==> config.mk <==
export PLATFORM = sky130hd
export DESIGN_NAME = emb_bus
export DESIGN_NICKNAME = d
export VERILOG_FILES = /design/src/emb_pkg.sv /design/src/emb_bus.sv /design/src/emb_lane.sv
export SDC_FILE = /design/constraint.sdc
export NUM_CORES = 1
export LEC_CHECK = 0
export BUFFER_PORTS_ARGS = -buffer_cell sky130_fd_sc_hd__buf_2
export CAP_MARGIN = 20
export CORE_MARGIN = 5
export CORE_UTILIZATION = 35
export DETAILED_ROUTE_END_ITERATION = 16
export GPL_ROUTABILITY_DRIVEN = 0
export SLEW_MARGIN = 30
export SYNTH_ARGS = -nofsm -noshare
export SYNTH_HDL_FRONTEND = slang
export SYNTH_HIERARCHICAL = 1
export SYNTH_SLANG_ARGS = --single-unit
==> constraint.sdc <==
create_clock -name clk_i -period 2.06 [get_ports clk_i]
set_input_delay 0 -clock clk_i [delete_from_list [all_inputs] [get_ports clk_i]]
set_output_delay 0 -clock clk_i [all_outputs]
set_load 0.01 [all_outputs]
==> src/emb_pkg.sv <==
package emb_pkg;
  // ----------------------------------------
  // Bus cycle phases
  // ----------------------------------------
  typedef enum logic [2:0] {
    EMB_IDLE,
    EMB_ADDR,
    EMB_HOLD,
    EMB_DATA,
    EMB_DONE
  } emb_state_t;

  // ----------------------------------------
  // Widths, field positions, counts, reset values
  // ----------------------------------------
  localparam int unsigned EMB_AW = 16;
  localparam int unsigned EMB_LANE = 8;
  localparam int unsigned EMB_CFG_W = 8;
  localparam int unsigned EMB_CFG_WIDTH_EN_BIT = 1;
  localparam int unsigned EMB_CFG_STROBE_SEL_BIT = 3;
  localparam logic [7:0] EMB_CFG_RESET = 8'h08;
  localparam logic [1:0] EMB_DATA_CYCLES = 2'h2;
  localparam logic [15:0] EMB_AD_RESET = 16'h0000;
endpackage : emb_pkg
==> src/emb_bus.sv <==
`timescale 1ns/10ps
// Contract
// - 8-bit cycles: upper lines carry address only
// - 16-bit cycles: upper lines address then data
// - Lower lines always multiplex address and data
// - Read strobe low only during external reads
// - Latch strobe pulses at external cycle start
// - Config bit 3 high selects latch strobe
// - Config bit 3 low selects address valid
// - Address valid low during data, high after
module emb_bus (
  input wire logic clk_i,
  input wire logic rst_b_i,
  input wire logic [7:0] chip_config_reg_i,
  input wire logic width_select_in_i,
  input wire logic req_i,
  input wire logic req_rd_i,
  input wire logic req_ext_i,
  input wire logic [15:0] req_addr_i,
  input wire logic [15:0] req_wdata_i,
  input wire logic [15:0] muxed_addr_data_lines_i,
  output logic [15:0] muxed_addr_data_lines_o,
  output logic [15:0] muxed_addr_data_lines_oe_o,
  output logic rd_n_o,
  output logic strobe_o,
  output logic busy_o,
  output logic done_o,
  output logic [15:0] rdata_o,
  output logic wide_o
);
  // ----------------------------------------
  // Cycle state and captured request
  // ----------------------------------------
  emb_pkg::emb_state_t state;
  logic [1:0] cnt;
  logic wide;
  logic rd;
  logic [15:0] addr;
  logic [15:0] wdata;
  logic latch_mode;
  logic upper_mux;
  logic load;
  logic take;
  logic wide_req;
  logic data_phase;
  logic data_last;

  // ----------------------------------------
  // Phase decodes
  // ----------------------------------------
  assign latch_mode = chip_config_reg_i[emb_pkg::EMB_CFG_STROBE_SEL_BIT];
  assign upper_mux = wide;
  assign take = (state == emb_pkg::EMB_IDLE) && req_i && req_ext_i;
  assign wide_req = chip_config_reg_i[emb_pkg::EMB_CFG_WIDTH_EN_BIT] & width_select_in_i;
  assign data_phase = (state == emb_pkg::EMB_HOLD) || (state == emb_pkg::EMB_DATA);
  assign data_last = (state == emb_pkg::EMB_DATA) && (cnt == 2'h0);
  assign load = (state == emb_pkg::EMB_DONE) && rd;

  // ----------------------------------------
  // Cycle sequencer
  // ----------------------------------------
  always_ff @(posedge clk_i or negedge rst_b_i) begin
    if (!rst_b_i) begin
      state <= emb_pkg::EMB_IDLE;
    end else begin
      case (state)
        emb_pkg::EMB_IDLE: begin
          if (take) begin
            state <= emb_pkg::EMB_ADDR;
          end
        end
        emb_pkg::EMB_ADDR: begin
          state <= emb_pkg::EMB_HOLD;
        end
        emb_pkg::EMB_HOLD: begin
          state <= emb_pkg::EMB_DATA;
        end
        emb_pkg::EMB_DATA: begin
          if (data_last) begin
            state <= emb_pkg::EMB_DONE;
          end
        end
        emb_pkg::EMB_DONE: begin
          state <= emb_pkg::EMB_IDLE;
        end
        default: begin
          state <= emb_pkg::EMB_IDLE;
        end
      endcase
    end
  end

  // ----------------------------------------
  // Data phase counter
  // ----------------------------------------
  always_ff @(posedge clk_i or negedge rst_b_i) begin
    if (!rst_b_i) begin
      cnt <= 2'h0;
    end else if (state == emb_pkg::EMB_HOLD) begin
      cnt <= emb_pkg::EMB_DATA_CYCLES - 2'h1;
    end else if ((state == emb_pkg::EMB_DATA) && (cnt != 2'h0)) begin
      cnt <= cnt - 2'h1;
    end
  end

  // ----------------------------------------
  // Cycle kind
  // ----------------------------------------
  always_ff @(posedge clk_i or negedge rst_b_i) begin
    if (!rst_b_i) begin
      rd <= 1'b0;
      wide <= 1'b0;
    end else if (take) begin
      rd <= req_rd_i;
      wide <= wide_req;
    end
  end

  // ----------------------------------------
  // Address and write data
  // ----------------------------------------
  always_ff @(posedge clk_i or negedge rst_b_i) begin
    if (!rst_b_i) begin
      addr <= emb_pkg::EMB_AD_RESET;
      wdata <= emb_pkg::EMB_AD_RESET;
    end else if (take) begin
      addr <= req_addr_i;
      wdata <= req_wdata_i;
    end
  end

  // ----------------------------------------
  // Read strobe
  // ----------------------------------------
  always_ff @(posedge clk_i or negedge rst_b_i) begin
    if (!rst_b_i) begin
      rd_n_o <= 1'b1;
    end else begin
      rd_n_o <= !(rd && data_phase);
    end
  end

  // ----------------------------------------
  // Shared strobe pin
  // ----------------------------------------
  always_ff @(posedge clk_i or negedge rst_b_i) begin
    if (!rst_b_i) begin
      strobe_o <= 1'b0;
    end else if (latch_mode) begin
      strobe_o <= take;
    end else begin
      strobe_o <= !data_phase;
    end
  end

  // ----------------------------------------
  // Busy
  // ----------------------------------------
  always_ff @(posedge clk_i or negedge rst_b_i) begin
    if (!rst_b_i) begin
      busy_o <= 1'b0;
    end else begin
      busy_o <= take || ((state != emb_pkg::EMB_IDLE) && (state != emb_pkg::EMB_DONE));
    end
  end

  // ----------------------------------------
  // Done pulse
  // ----------------------------------------
  always_ff @(posedge clk_i or negedge rst_b_i) begin
    if (!rst_b_i) begin
      done_o <= 1'b0;
    end else begin
      done_o <= (state == emb_pkg::EMB_DONE);
    end
  end

  // ----------------------------------------
  // Cycle width
  // ----------------------------------------
  always_ff @(posedge clk_i or negedge rst_b_i) begin
    if (!rst_b_i) begin
      wide_o <= 1'b0;
    end else begin
      wide_o <= wide;
    end
  end

  // ----------------------------------------
  // Byte lanes
  // ----------------------------------------
  emb_lane u_low (
    .clk_i(clk_i),
    .rst_b_i(rst_b_i),
    .addr_phase_i(state == emb_pkg::EMB_ADDR),
    .data_phase_i(state == emb_pkg::EMB_HOLD || state == emb_pkg::EMB_DATA),
    .mux_en_i(1'b1),
    .rd_i(rd),
    .load_i(load),
    .addr_i(addr[7:0]),
    .wdata_i(wdata[7:0]),
    .pin_i(muxed_addr_data_lines_i[7:0]),
    .out_o(muxed_addr_data_lines_o[7:0]),
    .oe_o(muxed_addr_data_lines_oe_o[7:0]),
    .rdata_o(rdata_o[7:0])
  );

  emb_lane u_high (
    .clk_i(clk_i),
    .rst_b_i(rst_b_i),
    .addr_phase_i(state == emb_pkg::EMB_ADDR),
    .data_phase_i(state == emb_pkg::EMB_HOLD || state == emb_pkg::EMB_DATA),
    .mux_en_i(upper_mux),
    .rd_i(rd),
    .load_i(load && wide),
    .addr_i(addr[15:8]),
    .wdata_i(wdata[15:8]),
    .pin_i(muxed_addr_data_lines_i[15:8]),
    .out_o(muxed_addr_data_lines_o[15:8]),
    .oe_o(muxed_addr_data_lines_oe_o[15:8]),
    .rdata_o(rdata_o[15:8])
  );
endmodule : emb_bus

==> src/emb_lane.sv <==
`timescale 1ns/10ps
// ----------------------------------------
// One byte lane of the shared lines
// ----------------------------------------
module emb_lane (
  input wire logic clk_i,
  input wire logic rst_b_i,
  input wire logic addr_phase_i,
  input wire logic data_phase_i,
  input wire logic mux_en_i,
  input wire logic rd_i,
  input wire logic load_i,
  input wire logic [7:0] addr_i,
  input wire logic [7:0] wdata_i,
  input wire logic [7:0] pin_i,
  output logic [7:0] out_o,
  output logic [7:0] oe_o,
  output logic [7:0] rdata_o
);
  // ----------------------------------------
  // Pin drive
  // ----------------------------------------
  always_ff @(posedge clk_i or negedge rst_b_i) begin
    if (!rst_b_i) begin
      out_o <= 8'h00;
      oe_o <= 8'h00;
    end else if (!mux_en_i) begin
      out_o <= addr_i;
      oe_o <= 8'hFF;
    end else if (addr_phase_i) begin
      out_o <= addr_i;
      oe_o <= 8'hFF;
    end else if (data_phase_i && rd_i) begin
      out_o <= 8'h00;
      oe_o <= 8'h00;
    end else if (data_phase_i) begin
      out_o <= wdata_i;
      oe_o <= 8'hFF;
    end else begin
      out_o <= 8'h00;
      oe_o <= 8'h00;
    end
  end

  // ----------------------------------------
  // Read capture
  // ----------------------------------------
  always_ff @(posedge clk_i or negedge rst_b_i) begin
    if (!rst_b_i) begin
      rdata_o <= 8'h00;
    end else if (load_i) begin
      rdata_o <= pin_i;
    end
  end
endmodule : emb_lane

* After elaboration in Yosys (flattened, before gate mapping)
Index checks and enable logic that the tools add are counted.
** Storage, ports and cells
- Output and inout port bits :: 53
- Flip-flop bits (word level) :: 92
- Logic and storage cells :: 61
- Input bits :: 62
** Cells by class
- Reductions and logical operators :: 18
- Eq/ne operators :: 7
- Bitwise logic cells :: 1
- $add $sub $neg :: 1
- Muxes and demuxes :: 17
** Operators by type and width (count)
- $mux 8 :: 11
- $pmux 3 s4 :: 1
- $logic_and 1x1->1 :: 8
- $eq 3x2->1 const B :: 2
- $mux 3 :: 2
- $mux 2 :: 2
- $ne 2x2->1 const B :: 2
- $reduce_bool 2->1 :: 2
- $eq 3x1->1 const B :: 1
- $eq 3x3->1 const B :: 1
- $logic_not 3->1 :: 1
- $ne 3x3->1 const B :: 1
- $reduce_bool 3->1 :: 1
- $logic_not 1->1 :: 2
- $logic_not 2->1 :: 1
- $logic_or 1x1->1 :: 2
- $reduce_and 2->1 :: 1
- $sub 2x1->2 const B :: 1
- $and 1x1->1 :: 1
- $mux 1 :: 1

* Logic depth before layout (Yosys ltp)
- Word-level depth :: 6
- Gate-level depth with buffers :: 6
- Depth with buffers taken out :: 5

* Hierarchy
Netlist, hierarchy kept.
** By module, submodules not included
- emb_bus :: area an instance 1831.8 um^2, seq. area each 1102.3 um^2, instances 1, cells an instance 115
- emb_lane :: area an instance 689.4 um^2, seq. area each 425.4 um^2, instances 2, cells an instance 47

* Least setup slack after synthesis
No wires, ideal clock.
- Path type :: register to register
- From :: register state[2]
- To :: register addr[0]
- Data arrival time :: 1.515 ns
- Period minus slack after synthesis :: 1.641 ns
- Slack :: 0.419 ns
- Path buffers :: 2
- Library setup time :: 0.125 ns
- Cell stages (with the launch flop) :: 5
- Path through :: dfrtp_1 -> buf_6 -> nor4_4 -> buf_6 -> mux2_4
** Between the ends
- Longest elaborated chain between the ends :: 3
** RTL lines
- start: declaration :: line emb_bus.sv:34 : emb_pkg::emb_state_t state;
- start signal: assignment :: line emb_bus.sv:64 : state <= emb_pkg::EMB_IDLE;
- start signal: assignment :: line emb_bus.sv:69 : state <= emb_pkg::EMB_ADDR;
- start signal: assignment :: line emb_bus.sv:73 : state <= emb_pkg::EMB_HOLD;
- $logic_not 3->1 :: line emb_bus.sv:53 : assign take = (state == emb_pkg::EMB_IDLE) && req_i && req_ext_i;
- $logic_and 1x1->1 (2 in a row) :: line emb_bus.sv:53
- end signal: assignment :: line emb_bus.sv:124 : addr <= emb_pkg::EMB_AD_RESET;
- end signal: assignment :: line emb_bus.sv:127 : addr <= req_addr_i;
- end: declaration :: line emb_bus.sv:38 : logic [15:0] addr;
Every way passes these cells.
A chain may end at the register's enable or synchronous reset.

* Final worst setup path
- From :: register state[0]
- To :: register u_high.rdata_o[6]
** Between the ends
- Longest elaborated chain between the ends :: 3
** RTL lines
- $eq 3x3->1 :: line emb_bus.sv:57 : assign load = (state == emb_pkg::EMB_DONE) && rd;
- $logic_and 1x1->1 :: line emb_bus.sv:57
- via load :: line emb_bus.sv:42 : logic load;
- $logic_and 1x1->1 :: line emb_bus.sv:215 : .load_i(load && wide),
- end signal: assignment :: line emb_lane.sv:52 : rdata_o <= pin_i;
- end: declaration :: line emb_lane.sv:18 : output logic [7:0] rdata_o
The timed path passes the listed nets, and every way through them passes these cells.

==> results.toml <==
[status]
status = "completed"

[cts]
root_buffer = "clkbuf_8"
cts_buffer_depth = 2
tritoncts = "yes"
post_cts_resized = 0
clkSinkCount = 78
clkSlewWorstSetupHoldPaths_ns = 0.08
postCtsSetupBuffers = 0
cts_max_level = 3
cts_buffers = 9
insertion_delay_ns = 0.34
cts-hold-fix-buffers = 53

[timing]
relSlewSlack_pct = 66.0
hold_viol = 0
finalCritPeriodShare_pct = 88.1
fmax_mhz = 551
skew_ns = 0.00932
slew_violations = 0
tns_ns = 0
worst_pin_slew_ns = 0.510
fin_crit_ns = 1.81
rsz0062_at_grt = "false"
setup_viol = 0

[detailed_routing]
drcViolationCount = 0
ant_nets = 0
routed-via-count = 2105
dr.pass1.iters = 4
viasPerCell = 4.42
drt-total-wl_um = 6840
wl_per_cell_um = 14.4
drt_iter0_markers = 55

[critical_path]
worst-path-buf-inv = 0
crit_chain = "nor2_1, and3_1, and2_1, mux2_2"
arrival_ns = 2.04
worstSetupPathType = "reg2reg"
cpLargestDelayFamily = "simple AND/OR/NAND/NOR gates"
cp_data_required_time_ns = 2.29
r2r_start = "state[0]$_DFFE_PN0P_"
cpPeakStageDelay_ns = 0.49
reg2reg_to = "u_high/rdata_o[6]$_DFFE_PN0P_"
critPathSlowestCell = "dfrtp_1"
worstSetupStartpointType = "flip-flop"
r2r_cells = 4
rrSetupSlack_ns = 0.25
endpoint_kind = "flip-flop"
worst-path-max-fanout = 8

[yosys]
syn_inst = 209
synth-seq-cells = 78
seq_area_frac_synth_pct = 60.8
syn_area_um2 = 3210
syn_area_per_cell_um2 = 15.4
yosysWarnings = 6
ys_types = 27

[worst_hold_path]
hp-start = "req_i"
holdPathStages = 3
hold_path_class = "in2reg"
worstHoldEndpoint = "busy_o$_DFF_PN0_"

[finish]
layout_commonest_cell = "buf_2"
drive_above_1_share_pct = 49.0
fin_nets = 424
mostFrequentLayoutCells = "107 x buf_2, 77 x dfrtp_1, 53 x dlygate4sd3_1"
fin_util_pct = 48.7
area_growth_pct = 38.1
diodes = 0

[global_route]
grt-ovfl-total = 0
grt_pass1_vias = 2301
antenna_found_initial = 0
grt_max_degree = 42
grt_usage_pct = 12.5
grt_pass1_wl_um = 11000

[pwr]
p_leak_uw = 0.00223
p_per_area_nw_per_um2 = 1240
peakVddDrop_mv = 0.488

[die]
ioPinCount = 115
die_x_um = 106
coreArea_um2 = 9110
die_h_um = 106
floorplan.rows = 35
die_area_um2 = 11200
start_util_pct = 35.2

[flow_run]
drv_cap = 0

[placement]
hpwl_um = 4470
portBuffers = 108
## worst max path at each step
stage / startpoint / to / slack, ns / depth (start not counted)
after floorplan: state[2]$_DFFE_PN0P_ / addr[0]$_DFFE_PN0P_ / 0.42 / 4
after global placement: state[0]$_DFFE_PN0P_ / u_high/rdata_o[2]$_DFFE_PN0P_ / 0.28 / 4
after detailed placement: state[0]$_DFFE_PN0P_ / u_high/rdata_o[1]$_DFFE_PN0P_ / 0.23 / 4
after CTS: state[0]$_DFFE_PN0P_ / u_high/rdata_o[1]$_DFFE_PN0P_ / 0.21 / 4
after global routing: state[0]$_DFFE_PN0P_ / u_high/rdata_o[6]$_DFFE_PN0P_ / 0.06 / 4
final: state[0]$_DFFE_PN0P_ / u_high/rdata_o[6]$_DFFE_PN0P_ / 0.25 / 4
## cell type report
type                    instances  area [um2]
clock buffers                   9         124
clock inverters                 6        40.0
fillers                       777        4680
inverters                       7        26.3
multi-input cells             100        1030
flip-flops and latches         78        1950
well taps                     111         139
repair buffers                165        1120
## where the power goes
part,total (uW),switching [uW],internal (uW),leakage (uW)
clock network,978,553,426,0.0000731
logic,1960,828,1130,0.00118
registers,2570,387,2180,0.000979
total,5500,1770,3740,0.00223
## tightest hold or removal path, stage by stage
cell and delay, ns:
buf_2 0.11, nand2_1 0.11, o21ai_0 0.10
## state kept, by name, summed over array words and instances (netlist names), 2 cells and up
register and count:
u_low/out_o 8, wdata 16, u_high/out_o 8, u_low/rdata_o 8
addr 16, cnt 2, u_high/rdata_o 8, state 3
## stage by stage
step	hold WS, ns	power (uW)	area (um2)	std cells	setup slack (ns)
after floorplan	-0.296	4010	3210	210	0.419
after detailed placement	0.0122	4500	3740	408	0.226
after CTS	0.00961	5590	4430	476	0.208
after global routing	0.0455	5860	4430	476	0.0561
final	0.0169	5500	4430	476	0.246
after global placement	0.00503	4450	3740	408	0.277
## synthesized netlist by cell type (all sizes together)
cell,count,area (um2)
dfrtp,77,1930
mux2,50,668
buf,25,200
a22o,16,140
inv,7,26.3
nand2,4,15.0
nor2,4,15.0
a21o,3,22.5
a21oi,3,15.0
nand2b,3,18.8
and2,2,12.5
and4bb,2,25.0
nor3b,2,15.0
a2bb2oi,1,8.76
a31oi,1,6.26
and3,1,6.26
conb,1,3.75
dfstp,1,26.3
ha,1,12.5
mux2i,1,10.0
nand3,1,5.00
nor3,1,5.00
nor4,1,21.3
o21ai,1,5.00
## cells by family (layout without fill, tap and decap cells)
family                   after synthesis  after routing  share of synthesized area, %
AO/OA/AOI/OAI                         25             25                          6.16
adder cells (fa/ha/maj)                1              1                         0.390
buffers and inverters                 32            187                          7.05
flip-flops                            78             78                          60.8
multiplexers                          51             51                          21.1
other                                  1              2                         0.117
AND/OR/NAND/NOR                       21             21                          4.33
## per-layer routing
layer	global-route usage (%)	share of wire, %	vias to the layer above
met1	14.5	45	1012
li1	-	-	1008
met5	0	0	-
met3	3.80	6.3	6
met4	4.16	0.64	0
met2	21.9	48	79
Power figures use the tool's default switching activity.
